===== src/rtl/pdw_pkg.sv =====
// Purpose: Shared constants and types for the power-down and wakeup sequencer
// Assumes: 32-bit APB data, one register per aligned word
// Notes:   All offsets are byte addresses
package pdw_pkg;
  localparam logic [11:0] OFF_CMD      = 12'h000;
  localparam logic [11:0] OFF_STATUS   = 12'h004;
  localparam logic [11:0] OFF_WAKE_EN  = 12'h008;
  localparam logic [11:0] OFF_WAKE_CND = 12'h00C;
  localparam logic [11:0] OFF_PIN_WAKE = 12'h010;
  localparam logic [11:0] OFF_PULLUP0  = 12'h014;
  localparam logic [11:0] OFF_PULLUP1  = 12'h018;
  localparam logic [11:0] OFF_EXT_IRQ  = 12'h01C;
  localparam logic [11:0] OFF_CORE     = 12'h020;

  // Command codes written to OFF_CMD
  localparam logic [3:0] CMD_MONITOR_KEEP = 4'h1;
  localparam logic [3:0] CMD_ARM          = 4'h2;
  localparam logic [3:0] CMD_CLOCK_HOLD   = 4'h3;
  localparam logic [3:0] CMD_RAM_HOLD     = 4'h4;
  localparam logic [3:0] CMD_WDT_RESTART  = 4'h5;
  localparam logic [3:0] CMD_CLR_T3F      = 4'h6;
  localparam logic [3:0] CMD_OTHER        = 4'h0;

  // Status bit positions
  localparam int ST_WARM    = 0;
  localparam int ST_T3F     = 1;
  localparam int ST_KEEP    = 2;
  localparam int ST_ARMED   = 3;
  localparam int ST_CLKHOLD = 4;
  localparam int ST_RAMHOLD = 5;

  localparam logic [3:0] REG4_RESET   = 4'h0;
  localparam logic [2:0] SP_RAM_HOLD  = 3'h7;
  localparam logic [1:0] COUNTER_IO_PIN_IN_MODE = 2'h3;
  localparam int         PWK_ENABLE   = 0;
  localparam int         PWK_EDGE     = 1;
  localparam int         EXI_LEVEL    = 2;
  localparam int         EXI_INPUT_EN = 3;

  typedef enum logic [1:0] {PDW_RUN, PDW_CLOCK_HOLD, PDW_RAM_HOLD} pdw_state_t;

  // Retained control registers
  typedef struct packed {
    logic [3:0] wake_en;
    logic [3:0] wake_cond;
    logic [3:0] pin_wake;
    logic [3:0] pullup0;
    logic [3:0] pullup1;
    logic [3:0] ext_irq;
  } pdw_ctrl_t;

  // Core initialisation strobes
  typedef struct packed {
    logic init_core;
    logic init_sp;
    logic timers12_undef;
    logic display_off;
    logic osc_stop;
  } pdw_init_t;
endpackage : pdw_pkg


===== src/rtl/pdw_sequencer.sv =====
// Purpose: Power-down entry, wakeup and warm/cold start sequencer with APB registers
// Assumes: Wakeup pins, timer 3 underflow and drop detect are async to pclk
// Notes:   Zero-wait APB slave; unmapped addresses read zero and answer pslverr
// Operation
// - Supply-drop detection forces a microcontroller reset.
// - Monitor-keep op sets latch keeping drop monitor alive in sleep.
// - Monitor-keep latch acts once; only system reset clears it.
// - Arm then clock-hold op enters clock-hold; arm then RAM-hold enters RAM-hold.
// - Without prior arm, hold ops are no-ops.
// - Clock-hold keeps RAM, reset, sub oscillator, display and timer 3.
// - RAM-hold stops oscillation; only external wakeup returns.
// - Clock-hold returns on external wakeup or timer 3 underflow flag.
// - Warm start fetches from page 0 address 0, warm flag set.
// - Cold start fetches from page 0 address 0, warm flag cleared.
// - Warm flag and timer 3 flag are readable by software.
// - Entering power-down initialises core state; control registers retained.
// - RAM-hold entry sets stack pointer to 7.
// - Timers 1, 2 undefined in sleep; RAM-hold turns display off.
// - RAM-hold drives counter pin low unless input mode 11 selected.
// - Wakeup enable register selects port 0 and 1 key-on pairs.
// - Wakeup condition register selects port 1 edge/level and polarity.
// - Pin wakeup register enables interrupt-pin wakeup, edge or level.
// - Two pull-up registers switch port 0 and port 1 pull-ups.
// - External irq control sets edge, pin enable and wakeup level.
// - Falling edge on enabled port 0 key-on pin wakes device.
// - Timer 3 flag already set at clock-hold entry returns at once.
//
// Decided for this implementation: the APB register port and the register offsets.
`timescale 1ns/1ps
module pdw_sequencer (
  input  wire logic               pclk,
  input  wire logic               presetn,
  input  wire logic               psel,
  input  wire logic               penable,
  input  wire logic               pwrite,
  input  wire logic [11:0]        paddr,
  input  wire logic [31:0]        pwdata,
  output logic      [31:0]        prdata,
  output logic                    pready,
  output logic                    pslverr,
  input  wire logic [3:0]         port0_in,
  input  wire logic [3:0]         port1_in,
  input  wire logic               int_pin_in,
  input  wire logic               timer3_underflow,
  input  wire logic               drop_detect,
  input  wire logic               wdt_reset,
  input  wire logic [1:0]         counter_pin_mode,
  output logic                    mcu_reset,
  output logic                    monitor_active,
  output logic                    fetch_restart,
  output logic [3:0]              pullup_port0,
  output logic [3:0]              pullup_port1,
  output logic [3:0]              ext_irq_ctrl,
  output pdw_pkg::pdw_init_t      init_ctrl,
  output logic                    sub_osc_run,
  output logic                    main_osc_run,
  output logic                    display_run,
  output logic                    timer3_run,
  output logic                    counter_io_pin_out,
  output logic                    counter_io_pin_oe,
  output logic                    port_hold
);
  // Two-flop synchronisers for all asynchronous inputs
  localparam int NSYNC = 12;
  // Pins and the interrupt input idle high through pull-ups; a zero reset value would
  // show a false edge on every pin right after reset
  localparam logic [NSYNC-1:0] SYNC_IDLE = 12'h1FF;
  logic [NSYNC-1:0] sync_a;
  logic [NSYNC-1:0] sync_b;
  logic [NSYNC-1:0] sync_prev;
  wire  [NSYNC-1:0] async_in = {wdt_reset, drop_detect, timer3_underflow, int_pin_in,
                                port1_in, port0_in};

  genvar g;
  generate
    for (g = 0; g < NSYNC; g++) begin : g_sync
      always_ff @(posedge pclk or negedge presetn) begin
        if (!presetn) begin
          sync_a[g]    <= SYNC_IDLE[g];
          sync_b[g]    <= SYNC_IDLE[g];
          sync_prev[g] <= SYNC_IDLE[g];
        end else begin
          sync_a[g]    <= async_in[g];
          sync_b[g]    <= sync_a[g];
          sync_prev[g] <= sync_b[g];
        end
      end
    end
  endgenerate

  wire [3:0] p0_s   = sync_b[3:0];
  wire [3:0] p1_s   = sync_b[7:4];
  wire [3:0] p0_pv  = sync_prev[3:0];
  wire [3:0] p1_pv  = sync_prev[7:4];
  wire       int_s  = sync_b[8];
  wire       int_pv = sync_prev[8];
  wire       t3_s   = sync_b[9];
  wire       t3_pv  = sync_prev[9];
  wire       drop_s = sync_b[10];
  wire       wdt_s  = sync_b[11];

  pdw_pkg::pdw_ctrl_t ctrl;
  pdw_pkg::pdw_state_t state;
  logic armed;
  logic keep_latch;
  logic warm_flag;
  logic t3f;
  logic wake_pend;

  // APB decode
  wire        wr_en     = psel & penable & pwrite;
  wire        sel_cmd   = (paddr == pdw_pkg::OFF_CMD);
  wire        sel_stat  = (paddr == pdw_pkg::OFF_STATUS);
  wire        sel_wen   = (paddr == pdw_pkg::OFF_WAKE_EN);
  wire        sel_wcnd  = (paddr == pdw_pkg::OFF_WAKE_CND);
  wire        sel_pwk   = (paddr == pdw_pkg::OFF_PIN_WAKE);
  wire        sel_pu0   = (paddr == pdw_pkg::OFF_PULLUP0);
  wire        sel_pu1   = (paddr == pdw_pkg::OFF_PULLUP1);
  wire        sel_exi   = (paddr == pdw_pkg::OFF_EXT_IRQ);
  wire        sel_core  = (paddr == pdw_pkg::OFF_CORE);
  wire        mapped    = sel_cmd | sel_stat | sel_wen | sel_wcnd | sel_pwk | sel_pu0 |
                          sel_pu1 | sel_exi | sel_core;
  wire        cmd_wr    = wr_en & sel_cmd & (state == pdw_pkg::PDW_RUN);
  wire [3:0]  cmd       = pwdata[3:0];
  // Any other instruction executed by the core is reported by a write to OFF_CORE
  wire        instr_done = cmd_wr | (wr_en & sel_core);

  wire do_keep   = cmd_wr & (cmd == pdw_pkg::CMD_MONITOR_KEEP);
  wire do_arm    = cmd_wr & (cmd == pdw_pkg::CMD_ARM);
  wire do_clk    = cmd_wr & (cmd == pdw_pkg::CMD_CLOCK_HOLD) & armed;
  wire do_ram    = cmd_wr & (cmd == pdw_pkg::CMD_RAM_HOLD) & armed;
  wire do_clrt3  = cmd_wr & (cmd == pdw_pkg::CMD_CLR_T3F);
  wire t3_event  = t3_s & ~t3_pv;

  // Key-on wakeup detection
  wire [3:0] p0_en   = {ctrl.wake_en[1], ctrl.wake_en[1], ctrl.wake_en[0], ctrl.wake_en[0]};
  wire [3:0] p1_en   = {ctrl.wake_en[3], ctrl.wake_en[3], ctrl.wake_en[2], ctrl.wake_en[2]};
  wire       p0_wake = |(p0_en & p0_pv & ~p0_s);
  wire [3:0] p1_lvl  = {{2{ctrl.wake_cond[2]}}, {2{ctrl.wake_cond[0]}}};
  wire [3:0] p1_byl  = {{2{ctrl.wake_cond[3]}}, {2{ctrl.wake_cond[1]}}};
  wire [3:0] p1_act  = p1_s ~^ p1_lvl;
  wire [3:0] p1_pact = p1_pv ~^ p1_lvl;
  wire       p1_wake = |(p1_en & p1_act & (p1_byl | ~p1_pact));
  wire       int_act  = ~(int_s ^ ctrl.ext_irq[pdw_pkg::EXI_LEVEL]);
  wire       int_pact = ~(int_pv ^ ctrl.ext_irq[pdw_pkg::EXI_LEVEL]);
  wire       int_wake = ctrl.pin_wake[pdw_pkg::PWK_ENABLE] &
                        ctrl.ext_irq[pdw_pkg::EXI_INPUT_EN] & int_act &
                        (~ctrl.pin_wake[pdw_pkg::PWK_EDGE] | ~int_pact);
  wire       ext_wake = p0_wake | p1_wake | int_wake;
  wire       sleeping = (state != pdw_pkg::PDW_RUN);
  wire       wake_now = (state == pdw_pkg::PDW_CLOCK_HOLD) ? (ext_wake | t3f)
                       : (state == pdw_pkg::PDW_RAM_HOLD) ? ext_wake : 1'b0;
  wire       cold     = drop_s | wdt_s;

  // Arm latch lives for exactly one following instruction
  always_ff @(posedge pclk or negedge presetn) begin
    if (!presetn) begin
      armed <= 1'b0;
    end else if (instr_done) begin
      armed <= do_arm;
    end
  end

  always_ff @(posedge pclk or negedge presetn) begin
    if (!presetn) begin
      keep_latch <= 1'b0;
    end else if (cold) begin
      keep_latch <= 1'b0;
    end else if (do_keep) begin
      keep_latch <= 1'b1;
    end
  end

  // Timer 3 flag: set wins over clear
  always_ff @(posedge pclk or negedge presetn) begin
    if (!presetn) begin
      t3f <= 1'b0;
    end else if (t3_event && state != pdw_pkg::PDW_RAM_HOLD) begin
      t3f <= 1'b1;
    end else if (do_clrt3 || cold) begin
      t3f <= 1'b0;
    end
  end

  always_ff @(posedge pclk or negedge presetn) begin
    if (!presetn) begin
      state     <= pdw_pkg::PDW_RUN;
      warm_flag <= 1'b0;
      wake_pend <= 1'b0;
    end else if (cold) begin
      state     <= pdw_pkg::PDW_RUN;
      warm_flag <= 1'b0;
      wake_pend <= 1'b1;
    end else begin
      wake_pend <= 1'b0;
      case (state)
        pdw_pkg::PDW_RUN: begin
          if (do_clk) begin
            state     <= pdw_pkg::PDW_CLOCK_HOLD;
          end else if (do_ram) begin
            state     <= pdw_pkg::PDW_RAM_HOLD;
          end
        end
        pdw_pkg::PDW_CLOCK_HOLD, pdw_pkg::PDW_RAM_HOLD: begin
          if (wake_now) begin
            state     <= pdw_pkg::PDW_RUN;
            warm_flag <= 1'b1;
            wake_pend <= 1'b1;
          end
        end
        default: state <= pdw_pkg::PDW_RUN;
      endcase
    end
  end

  // Retained control registers, written and read like accumulator transfers
  always_ff @(posedge pclk or negedge presetn) begin
    if (!presetn) begin
      ctrl <= '{default: pdw_pkg::REG4_RESET};
    end else if (wr_en) begin
      if (sel_wen)  ctrl.wake_en   <= pwdata[3:0];
      if (sel_wcnd) ctrl.wake_cond <= pwdata[3:0];
      if (sel_pwk)  ctrl.pin_wake  <= pwdata[3:0];
      if (sel_pu0)  ctrl.pullup0   <= pwdata[3:0];
      if (sel_pu1)  ctrl.pullup1   <= pwdata[3:0];
      if (sel_exi)  ctrl.ext_irq   <= pwdata[3:0];
    end
  end

  wire [31:0] status_word = {26'h0, state == pdw_pkg::PDW_RAM_HOLD,
                             state == pdw_pkg::PDW_CLOCK_HOLD, armed, keep_latch,
                             t3f, warm_flag};
  wire [3:0]  reg_rd = sel_wen  ? ctrl.wake_en  : sel_wcnd ? ctrl.wake_cond :
                       sel_pwk  ? ctrl.pin_wake : sel_pu0  ? ctrl.pullup0   :
                       sel_pu1  ? ctrl.pullup1  : sel_exi  ? ctrl.ext_irq   : 4'h0;
  wire [31:0] rd_word = sel_stat ? status_word : {28'h0, reg_rd};

  always_ff @(posedge pclk or negedge presetn) begin
    if (!presetn) begin
      prdata <= 32'h0000_0000;
    end else if (psel && !penable && !pwrite) begin
      prdata <= rd_word;
    end
  end

  assign pready  = 1'b1;
  assign pslverr = psel & penable & ~mapped;

  // Outputs registered so the core sees clean strobes
  wire ram_hold = (state == pdw_pkg::PDW_RAM_HOLD);
  wire counter_io_pin_in  = (counter_pin_mode == pdw_pkg::COUNTER_IO_PIN_IN_MODE);
  always_ff @(posedge pclk or negedge presetn) begin
    if (!presetn) begin
      mcu_reset          <= 1'b0;
      monitor_active     <= 1'b1;
      fetch_restart      <= 1'b0;
      init_ctrl          <= '0;
      sub_osc_run        <= 1'b1;
      main_osc_run       <= 1'b1;
      display_run        <= 1'b1;
      timer3_run         <= 1'b1;
      counter_io_pin_out <= 1'b0;
      counter_io_pin_oe  <= 1'b0;
      port_hold          <= 1'b0;
      pullup_port0       <= 4'h0;
      pullup_port1       <= 4'h0;
      ext_irq_ctrl       <= 4'h0;
    end else begin
      mcu_reset          <= drop_s;
      monitor_active     <= ~sleeping | keep_latch;
      fetch_restart      <= wake_pend;
      init_ctrl.init_core      <= do_clk | do_ram;
      init_ctrl.init_sp        <= do_ram;
      init_ctrl.timers12_undef <= do_clk | do_ram;
      init_ctrl.display_off    <= do_ram;
      init_ctrl.osc_stop       <= do_ram;
      sub_osc_run        <= ~ram_hold;
      main_osc_run       <= ~sleeping;
      display_run        <= ~ram_hold;
      timer3_run         <= ~ram_hold;
      counter_io_pin_out <= 1'b0;
      counter_io_pin_oe  <= ram_hold & ~counter_io_pin_in;
      port_hold          <= sleeping;
      pullup_port0       <= ctrl.pullup0;
      pullup_port1       <= ctrl.pullup1;
      ext_irq_ctrl       <= ctrl.ext_irq;
    end
  end
endmodule : pdw_sequencer


===== config.mk =====
export PLATFORM = sky130hd
export DESIGN_NAME = pdw_sequencer
export DESIGN_NICKNAME = d
export VERILOG_FILES = /design/src/rtl/pdw_pkg.sv /design/src/rtl/pdw_sequencer.sv
export SDC_FILE = /design/constraint.sdc
export NUM_CORES = 1
export LEC_CHECK = 0
export BUFFER_PORTS_ARGS = -buffer_cell sky130_fd_sc_hd__buf_4
export CAP_MARGIN = 30
export CORE_AREA = 2 2 79 100
export DETAILED_ROUTE_END_ITERATION = 7
export DIE_AREA = 0 0 81 102
export HOLD_SLACK_MARGIN = 0.12
export PLACE_DENSITY_LB_ADDON = 0.08
export SLEW_MARGIN = 5
export SYNTH_ARGS = -nofsm -noshare
export SYNTH_HDL_FRONTEND = slang
export SYNTH_SLANG_ARGS = --single-unit

===== constraint.sdc =====
create_clock -name pclk -period 4.6 [get_ports pclk]
set_input_delay 0.92 -clock pclk [delete_from_list [all_inputs] [get_ports pclk]]
set_output_delay 0.92 -clock pclk [all_outputs]
set_load 0.005 [all_outputs]

# --- Word-level counts from Yosys, hierarchy flattened ---
# Cells that the tools add are included.
classes:
  addsub: 0
  multipliers: 0
  n_div: 0
  order_cmp: 0
  n_eq_ne: 19
  shifts: 0
  muxes: 24
  n_bitwise: 52
  reduce_logical: 24
ops:
  columns: ["op", "n"]
  rows:
  - ["$eq 12x5->1 const B", 4]
  - ["$eq 12x4->1 const B", 2]
  - ["$mux 4", 6]
  - ["$and 1x1->1", 18]
  - ["$and 4x4->4", 4]
  - ["$or 1x1->1", 16]
  - ["$reduce_and 2->1", 8]
  - ["$eq 12x3->1 const B", 1]
  - ["$eq 12x6->1 const B", 1]
  - ["$logic_not 12->1", 1]
  - ["$mux 1", 12]
  - ["$reduce_bool 2->1", 5]
  - ["$eq 4x2->1 const B", 2]
  - ["$eq 4x3->1 const B", 2]
  - ["$mux 2", 4]
  - ["$not 4->4", 2]
  - ["$reduce_or 4->1", 2]
  - ["$xnor 4x4->4", 2]
  - ["$not 1->1", 7]
  - ["$mux 6", 1]
  - ["$eq 2x2->1 const B", 2]
  - ["$eq 4x1->1 const B", 1]
  - ["$ne 4x4->1 const B", 1]
  - ["$or 4x4->4", 1]
  - ["10 further kinds", 14]
word_totals:
  register_bits: 118
  latch_bits: 0
  ramBits: 0
  mem_bits_ro: 0
  input_bits: 63
  out_inout_bits: 61
  wordCells: 178
  memories: 0

# --- Logic depth before layout (Yosys ltp) ---
# Gate-level depths: netlist of run 1.
depth:
  word_depth: 12
  depth_mapped: 7

# --- Worst setup path before layout of run 1 ---
# OpenSTA, ideal clock, no wires.
synth_timing:
  path_type: "in2out"
  start: "in paddr[11]"
  end: "out pslverr"
  arrival_ns: 1.605
  required_time_ns: 3.680
  path_slack_ns: 2.075
  path_stages: 5
  n_path_buf: 0
  cell_sequence: "nor2_1 -> nand3_1 -> nor2_1 -> and3_1 -> a211oi_1"
synth_via:
  elab_chain_cells: 11
  word_cells_on_any_way: 19
synth_lines:
  columns: ["element", "line_no", "source"]
  rows:
  - ["from (decl)", "pdw_sequencer.sv:36", "input wire logic [11:0] paddr,"]
  - ["$eq 12x3->1 or $logic_not 12->1 (tied branches)", "pdw_sequencer.sv:113, pdw_sequencer.sv:112", null]
  - ["$or 1x1->1 (6 in series)", "pdw_sequencer.sv:121", "wire mapped = sel_cmd | sel_stat | sel_wen | sel_wcnd | sel_pwk | sel_pu0 |"]
  - ["$or 1x1->1", "pdw_sequencer.sv:122", "sel_pu1 | sel_exi | sel_core;"]
  - ["$or 1x1->1 *", "pdw_sequencer.sv:122", null]
  - ["$not 1->1 *", "pdw_sequencer.sv:247", "assign pslverr = psel & penable & ~mapped;"]
  - ["$and 1x1->1 *", "pdw_sequencer.sv:247", null]
  - ["to (decl)", "pdw_sequencer.sv:40", "output logic pslverr,"]
# Every way passes the cells marked *; elsewhere a longest branch is shown, timed or not.

# --- Worst setup path after layout of run 1 ---
# Ends and elaborated chain as after synthesis.

==> results.md, run 1 <==
### Status
• **result of the run** completed

### Clock tree
• **master cell of the clock root buffer** clkbuf_8
• **Hold Buf Count CTS** 0
• **clock sink count** 92
• **Max clock buf depth** 2
• **Setup Fix Bufs, Post-CTS** 0
• **clock-pin slew reported for the worst setup and hold paths after clock tree synthesis** 0.08 ns
• **Skew-Pair Late Insertion Delay** 0.36 ns
• **number of resized instances in the post-cts repair step** 0
• **CTS tree** done
• **H-Tree Level Count** 3
• **number of buffers added by the clock tree synthesis step** 9

### Synthesis
• **post-synthesis register bit count** 92
• **Synth top cells by count** dfrtp_1 (62), buf_4 (33), dfstp_2 (30)
• **synthesized-area fraction occupied by and/or/nand/nor cells** 13.20%
• **part of the Yosys area used for sequential elements** 59.50%
• **post-synthesis xor/xnor area fraction** 0%
• **Async S/R FF share, synth** 100.0%
• **Avg Cell Area, Syn** 12.56 um^2
• **top area cells in the synthesized netlist** dfrtp_1 (39%), dfstp_2 (20%), mux2_2 (7.2%)
• **Post-Synth Adder-Cell Area** 0.9545%
• **Warnings, synthesis** 0
• **dominant combinational cell family by area after synthesis** simple AND/OR/NAND/NOR gates
• **most frequent cell after synthesis** dfrtp_1
• **proportion of netlist area held by the largest area contributor** 39.45%
• **library cell occupying the most area in the post-synthesis netlist** dfrtp_1
• **Cell variety after synth** 58
• **number of flops mapped to enable cells by yosys** 0
• **Cells after Synth** 313
• **post-synthesis mux area share** 9.450%
• **main flop type after synthesis** dfrtp_1
• **post-synthesis instance area** 3933 um^2
• **complex-gate fraction of the synthesized area** 8.209%

### STA
• **number of hold violations in the final report** 0
• **share of the cycle needed by the critical path after routing** 65.33%
• **Max Clock Freq** 332.7 MHz
• **actual transition at the worst max-transition pin** 0.7922 ns
• **unrepaired setup endpoints after global routing** no
• **Final TNS setup** 0 ns
• **worst-case headroom to the max-slew limit** 47.19%
• **total count of max-transition violations in the final report** 0
• **number of failing setup endpoints in the final timing report** 0
• **Post-Route Hold Slack** 0.3556 ns
• **Setup WS post-layout** 1.595 ns
• **worst-case clock skew** 0.01070 ns
• **shortest clock period the worst path allows after layout** 3.005 ns

### Hold path
• **number of cells traversed by the worst hold path** 0
• **worst min path class** flip-flop to flip-flop
• **startpoint of the worst hold path** sync_a[9]
• **Min-Delay Endpoint** t3_s

### Floorplan
• **width of the die** 81 um
• **DIE HEIGHT** 102 um
• **die outline area** 8262 um^2
• **floorplan row count** 35
• **IO Count** 124
• **core area** 7269 um^2
• **starting density of the core** 54.10%

### Place
• **cell area after placement** 4367 um^2
• **total half-perimeter wirelength after legalization and detailed placement** 5491 um
• **Setup WS pre-CTS** 1.633 ns
• **input/output buffers** 67
• **number of placed instances with taps included** 457
• **routability congestion estimate** 0.8508

### Pwr
• **Max rail drop VDD** 0.0002228 V
• **P_leak** 2.169 nW
• **power density over cell area** 323.8 nW/um^2

### Routing
• **vias per cell** 5.281
• **via total after detailed routing** 2,498
• **total detailed-routing wirelength** 7490 um
• **routed length per instance** 15.84 um
• **count of nets left with antenna violations after detail routing** 0
• **Remaining DRCs** 0
• **Detailed Routing Iterations Pass 1** 4
• **drt first-iter violations** 122

### Worst setup path
• **R2R Path End** state[0]
• **R2R Setup Slk** 2.43 ns
• **Arrival @ worst endpoint** 2.09 ns
• **beginning of the worst register-to-register path** state[0]
• **critical path class** primary input to primary output
• **length in cells of the worst reg-to-reg path** 7
• **WP data required** 3.68 ns
• **Worst setup SP type** primary input
• **kind of end point of the critical path** primary output
• **Crit Path Max Fanout** 4

### Final layout
• **non-filler instance count after layout** 473
• **final-stage net count** 442
• **post-route standard cell area excluding fillers** 4578 um^2
• **number of filler instances in the final layout** 594
• **count of antenna diodes in the layout** 0
• **proportion of layout cells with a drive suffix above 1** 41.99%
• **synth-to-layout area growth** 16.42%

### Global routing
• **maximum number of pins on one net before global-route repair** 66
• **antenna violations before repair** 0
• **total global routing overflow** 0
• **first-pass GRT wire length** 11,870 um
• **total routing usage reported by global routing** 19.69%
• **number of global-route vias before repair** 2,373

### Job
• **count of max-cap constraint violations** 0

[layout by cell type (no fill, tap or decap), types with 4 or more instances in the layout]
master / synthesis / layout
o21ai_0: 9 / 9
nor2b_1: 6 / 6
buf_4: 33 / 68
nor2_1: 13 / 13
dfstp_2: 30 / 30
a21oi_1: 8 / 8
mux4_2: 4 / 4
nand3_1: 8 / 8
mux2_2: 25 / 25
clkbuf_8: 0 / 9
o31ai_1: 4 / 4
dfrtp_1: 62 / 62
nand2b_1: 4 / 4
inv_1: 12 / 12
nand2_1: 25 / 25
conb_1: 2 / 28
[report_power, final]
part           switching, mW  total, mW  internal (mW)
clock                  0.271      0.555          0.284
combinational         0.0513     0.0834         0.0321
sequential           0.00842      0.844          0.835
[metrics by stage]
stage          total power, mW  util, %
3_5_place_dp            0.9433    60.07
2_1_floorplan           0.9056        -
5_1_grt                  1.547    62.98
3_3_place_gp            0.9410    60.07
6_report                 1.483    62.98
4_1_cts                  1.503    62.98
[per-layer routing]
metal  track usage, %  wire length [um]  part of all wire, %  vias up
met5                0                 0                    0        -
met2            30.58              3564                   48       80
met4            9.909               180                  2.4        0
met3            4.594               443                  5.9       15
met1            26.06              3302                   44     1245
li1                 -                 -                    -     1158
[critical path, cell delays in order]
cell and delay [ns]:
buf_4 0.10, nor2_1 0.12, nand3_1 0.20, nor2_1 0.28
and3_1 0.25, a211oi_1 0.06, buf_4 0.16
[area by class of cell]
type                    count  area [um^2]  share of cell area (%)
clock inverters             5        58.81                   1.285
repair buffers             68        510.5                   11.15
inverters                  12        45.04                  0.9839
well taps                  92        115.1                   2.514
multi-input cells         193         1356                   29.63
flip-flops and latches     92         2340                   51.11
clock buffers              11        152.6                   3.334
[how the worst max path moves through the flow]
stage	start	end	slack [ns]	cells past startpoint
2_1_floorplan	paddr[11]	pslverr	2.07	5
3_3_place_gp	paddr[11]	pslverr	1.62	7
3_5_place_dp	paddr[11]	pslverr	1.63	7
4_1_cts	paddr[11]	pslverr	1.63	7
5_1_grt	paddr[11]	pslverr	1.51	7
6_report	paddr[11]	pslverr	1.59	7
[cell families (layout without fill, tap and decap cells)]
kind of cell,count (synthesis),in the layout
AO/OA/AOI/OAI,45,45
adder cells (fa/ha/maj),3,3
buffers and inverters,54,96
flip-flops,92,92
multiplexers,29,29
other,2,28
AND/OR/NAND/NOR,88,88
[registers in the layout, summed over array words and instances (netlist names), 2 cells and up]
| register | cells |
|---|---|
| ctrl | 24 |
| sync_a | 12 |
| prdata | 6 |
| ext_irq_ctrl | 4 |
| p0_pv | 4 |
| p0_s | 4 |
| p1_pv | 4 |
| p1_s | 4 |
| pullup_port0 | 4 |
| pullup_port1 | 4 |
| init_ctrl | 2 |
| state | 2 |
(Power assumes the default switching activity.)
==> run 2, diff against run 1 <==
CORE_AREA = 2 2 82 104   (was 2 2 79 100)
DIE_AREA = 0 0 84 106   (was 0 0 81 102)
clock period = 3 ns   (was 4.6 ns; I/O delays follow)
==> results.md, run 2 (synthesis results as in run 1) <==
### Worst setup path
• **critical path class** primary input to primary output
• **WP data required** 2.40 ns
• **cell at the slowest stage of the critical path** nor2_1
• **R2R Setup Slk** 0.92 ns
• **Crit Path Max Fanout** 4
• **cells along the critical path** buf_4 > nor2_1 > nand3_1 > nor2_1 > and3_1 > a211oi_1 > buf_4
• **CP top delay family** simple AND/OR/NAND/NOR gates
• **Arrival @ worst endpoint** 1.76 ns
• **Worst Path Buf+Inv** 2
• **Worst setup SP type** primary input
• **max incr delay on CP** 0.27 ns
• **kind of end point of the critical path** primary output

### Floorplan
• **IO Count** 124
• **die outline area** 8904 um^2
• **floorplan row count** 37
• **core area** 8009 um^2
• **DIE HEIGHT** 106 um
• **starting density of the core** 49.10%
• **width of the die** 84 um

### Global routing
• **number of global-route vias before repair** 2,405
• **first-pass GRT wire length** 11,930 um
• **total routing usage reported by global routing** 17.51%
• **maximum number of pins on one net before global-route repair** 50
• **GRT met2 Usage** 27.49%
• **antenna violations before repair** 0
• **total global routing overflow** 0
• **grt peak-use layer** met2
• **GR met3 Demand/Resource** 3.261%
• **met1 track demand over resource in global routing** 23.21%

### Final layout
• **Top Registers** ctrl x24, sync_a x12, prdata x6
• **non-filler instance count after layout** 480
• **synth-to-layout area growth** 17.47%
• **count of antenna diodes in the layout** 0
• **commonest non-fill, non-tap cell in the layout** buf_4
• **proportion of layout cells with a drive suffix above 1** 42.04%
• **largest register by flop count** ctrl
• **most used cells in the layout excluding fill and tap cells** buf_4 (70), dfrtp_1 (62), dfstp_2 (30)
• **flip-flop count of the largest register, all copies and words added** 24
• **final-stage net count** 444

### STA
• **Post-Route Hold Slack** 0.2337 ns
• **shortest clock period the worst path allows after layout** 2.363 ns
• **share of the cycle needed by the critical path after routing** 78.78%
• **worst-case headroom to the max-slew limit** 62.53%
• **total count of max-transition violations in the final report** 0
• **number of hold violations in the final report** 0
• **Final TNS setup** 0 ns
• **actual transition at the worst max-transition pin** 0.5568 ns
• **unrepaired setup endpoints after global routing** no
• **worst-case clock skew** 0.009030 ns
• **number of failing setup endpoints in the final timing report** 0
• **Setup WS post-layout** 0.6366 ns
• **Max Clock Freq** 423.1 MHz

### Pwr
• **Max rail drop VDD** 0.0003521 V
• **P_leak** 2.195 nW
• **power density over cell area** 511.2 nW/um^2

### Clock tree
• **Max clock buf depth** 2
• **number of buffers added by the clock tree synthesis step** 9
• **Hold Buf Count CTS** 0
• **Skew-Pair Late Insertion Delay** 0.36 ns
• **number of resized instances in the post-cts repair step** 0
• **H-Tree Level Count** 3
• **CTS tree** done
• **Setup Fix Bufs, Post-CTS** 0
• **clock-pin slew reported for the worst setup and hold paths after clock tree synthesis** 0.07 ns
• **master cell of the clock root buffer** clkbuf_8
• **clock sink count** 92

### Routing
• **vias per cell** 5.133
• **via total after detailed routing** 2,464
• **total detailed-routing wirelength** 7074 um
• **count of nets left with antenna violations after detail routing** 0
• **Detailed Routing Iterations Pass 1** 4
• **routed length per instance** 14.74 um
• **drt first-iter violations** 235
• **Remaining DRCs** 0

### Place
• **total half-perimeter wirelength after legalization and detailed placement** 5314 um
• **Setup WS pre-CTS** 0.6402 ns
• **input/output buffers** 67
• **number of placed instances with taps included** 464
• **routability congestion estimate** 0.8351

### Job
• **count of max-cap constraint violations** 0

### Hold path
• **worst min path class** primary input to asynchronous set/reset pin

### Status
• **result of the run** completed

## run 2: final cells by class
| class | count | area [um^2] |
|---|---|---|
| clock inverters | 5 | 100.1 |
| flip-flops and latches | 92 | 2340 |
| repair buffers | 70 | 525.5 |
| multi-input cells | 193 | 1356 |
| clock buffers | 11 | 131.4 |
| inverters | 12 | 45.04 |
| fillers | 671 | 3390 |
| well taps | 97 | 121.4 |
## run 2: worst paths after layout
check                          start              end  cells past startpoint
min in group pclk          wdt_reset       sync_a[11]                      1
min reg2reg                sync_a[9]             t3_s                      0
min                          presetn  ext_irq_ctrl[0]                      1
max                         paddr[1]          pslverr                      7
max reg2reg                 state[0]         state[0]                      7
max in group asynchronous    presetn       timer3_run                      2
## run 2: per-layer routing
layer	vias to the layer above	routed length, um	share of wire, %
met5	-	0	0
met4	0	164	2.3
met2	99	3375	48
li1	1164	-	-
met1	1190	3081	44
met3	11	452	6.4
## run 2: report_power, final
| group | internal (mW) | total [mW] | leakage [nW] | switching [mW] |
|---|---|---|---|---|
| sequential | 1.28 | 1.29 | 1.15 | 0.0127 |
| clock | 0.551 | 0.940 | 0.117 | 0.389 |
| combinational | 0.0510 | 0.128 | 0.928 | 0.0767 |
| total | 1.88 | 2.36 | 2.19 | 0.478 |
## run 2: per-stage QoR
step | area [um^2] | power [mW] | utilization (%)
after floorplan | 4030 | 1.389 | -
after global placement | 4388 | 1.443 | 54.79
after detailed placement | 4388 | 1.448 | 54.79
after CTS | 4619 | 2.398 | 57.68
after global routing | 4619 | 2.467 | 57.68
final | 4619 | 2.361 | 57.68
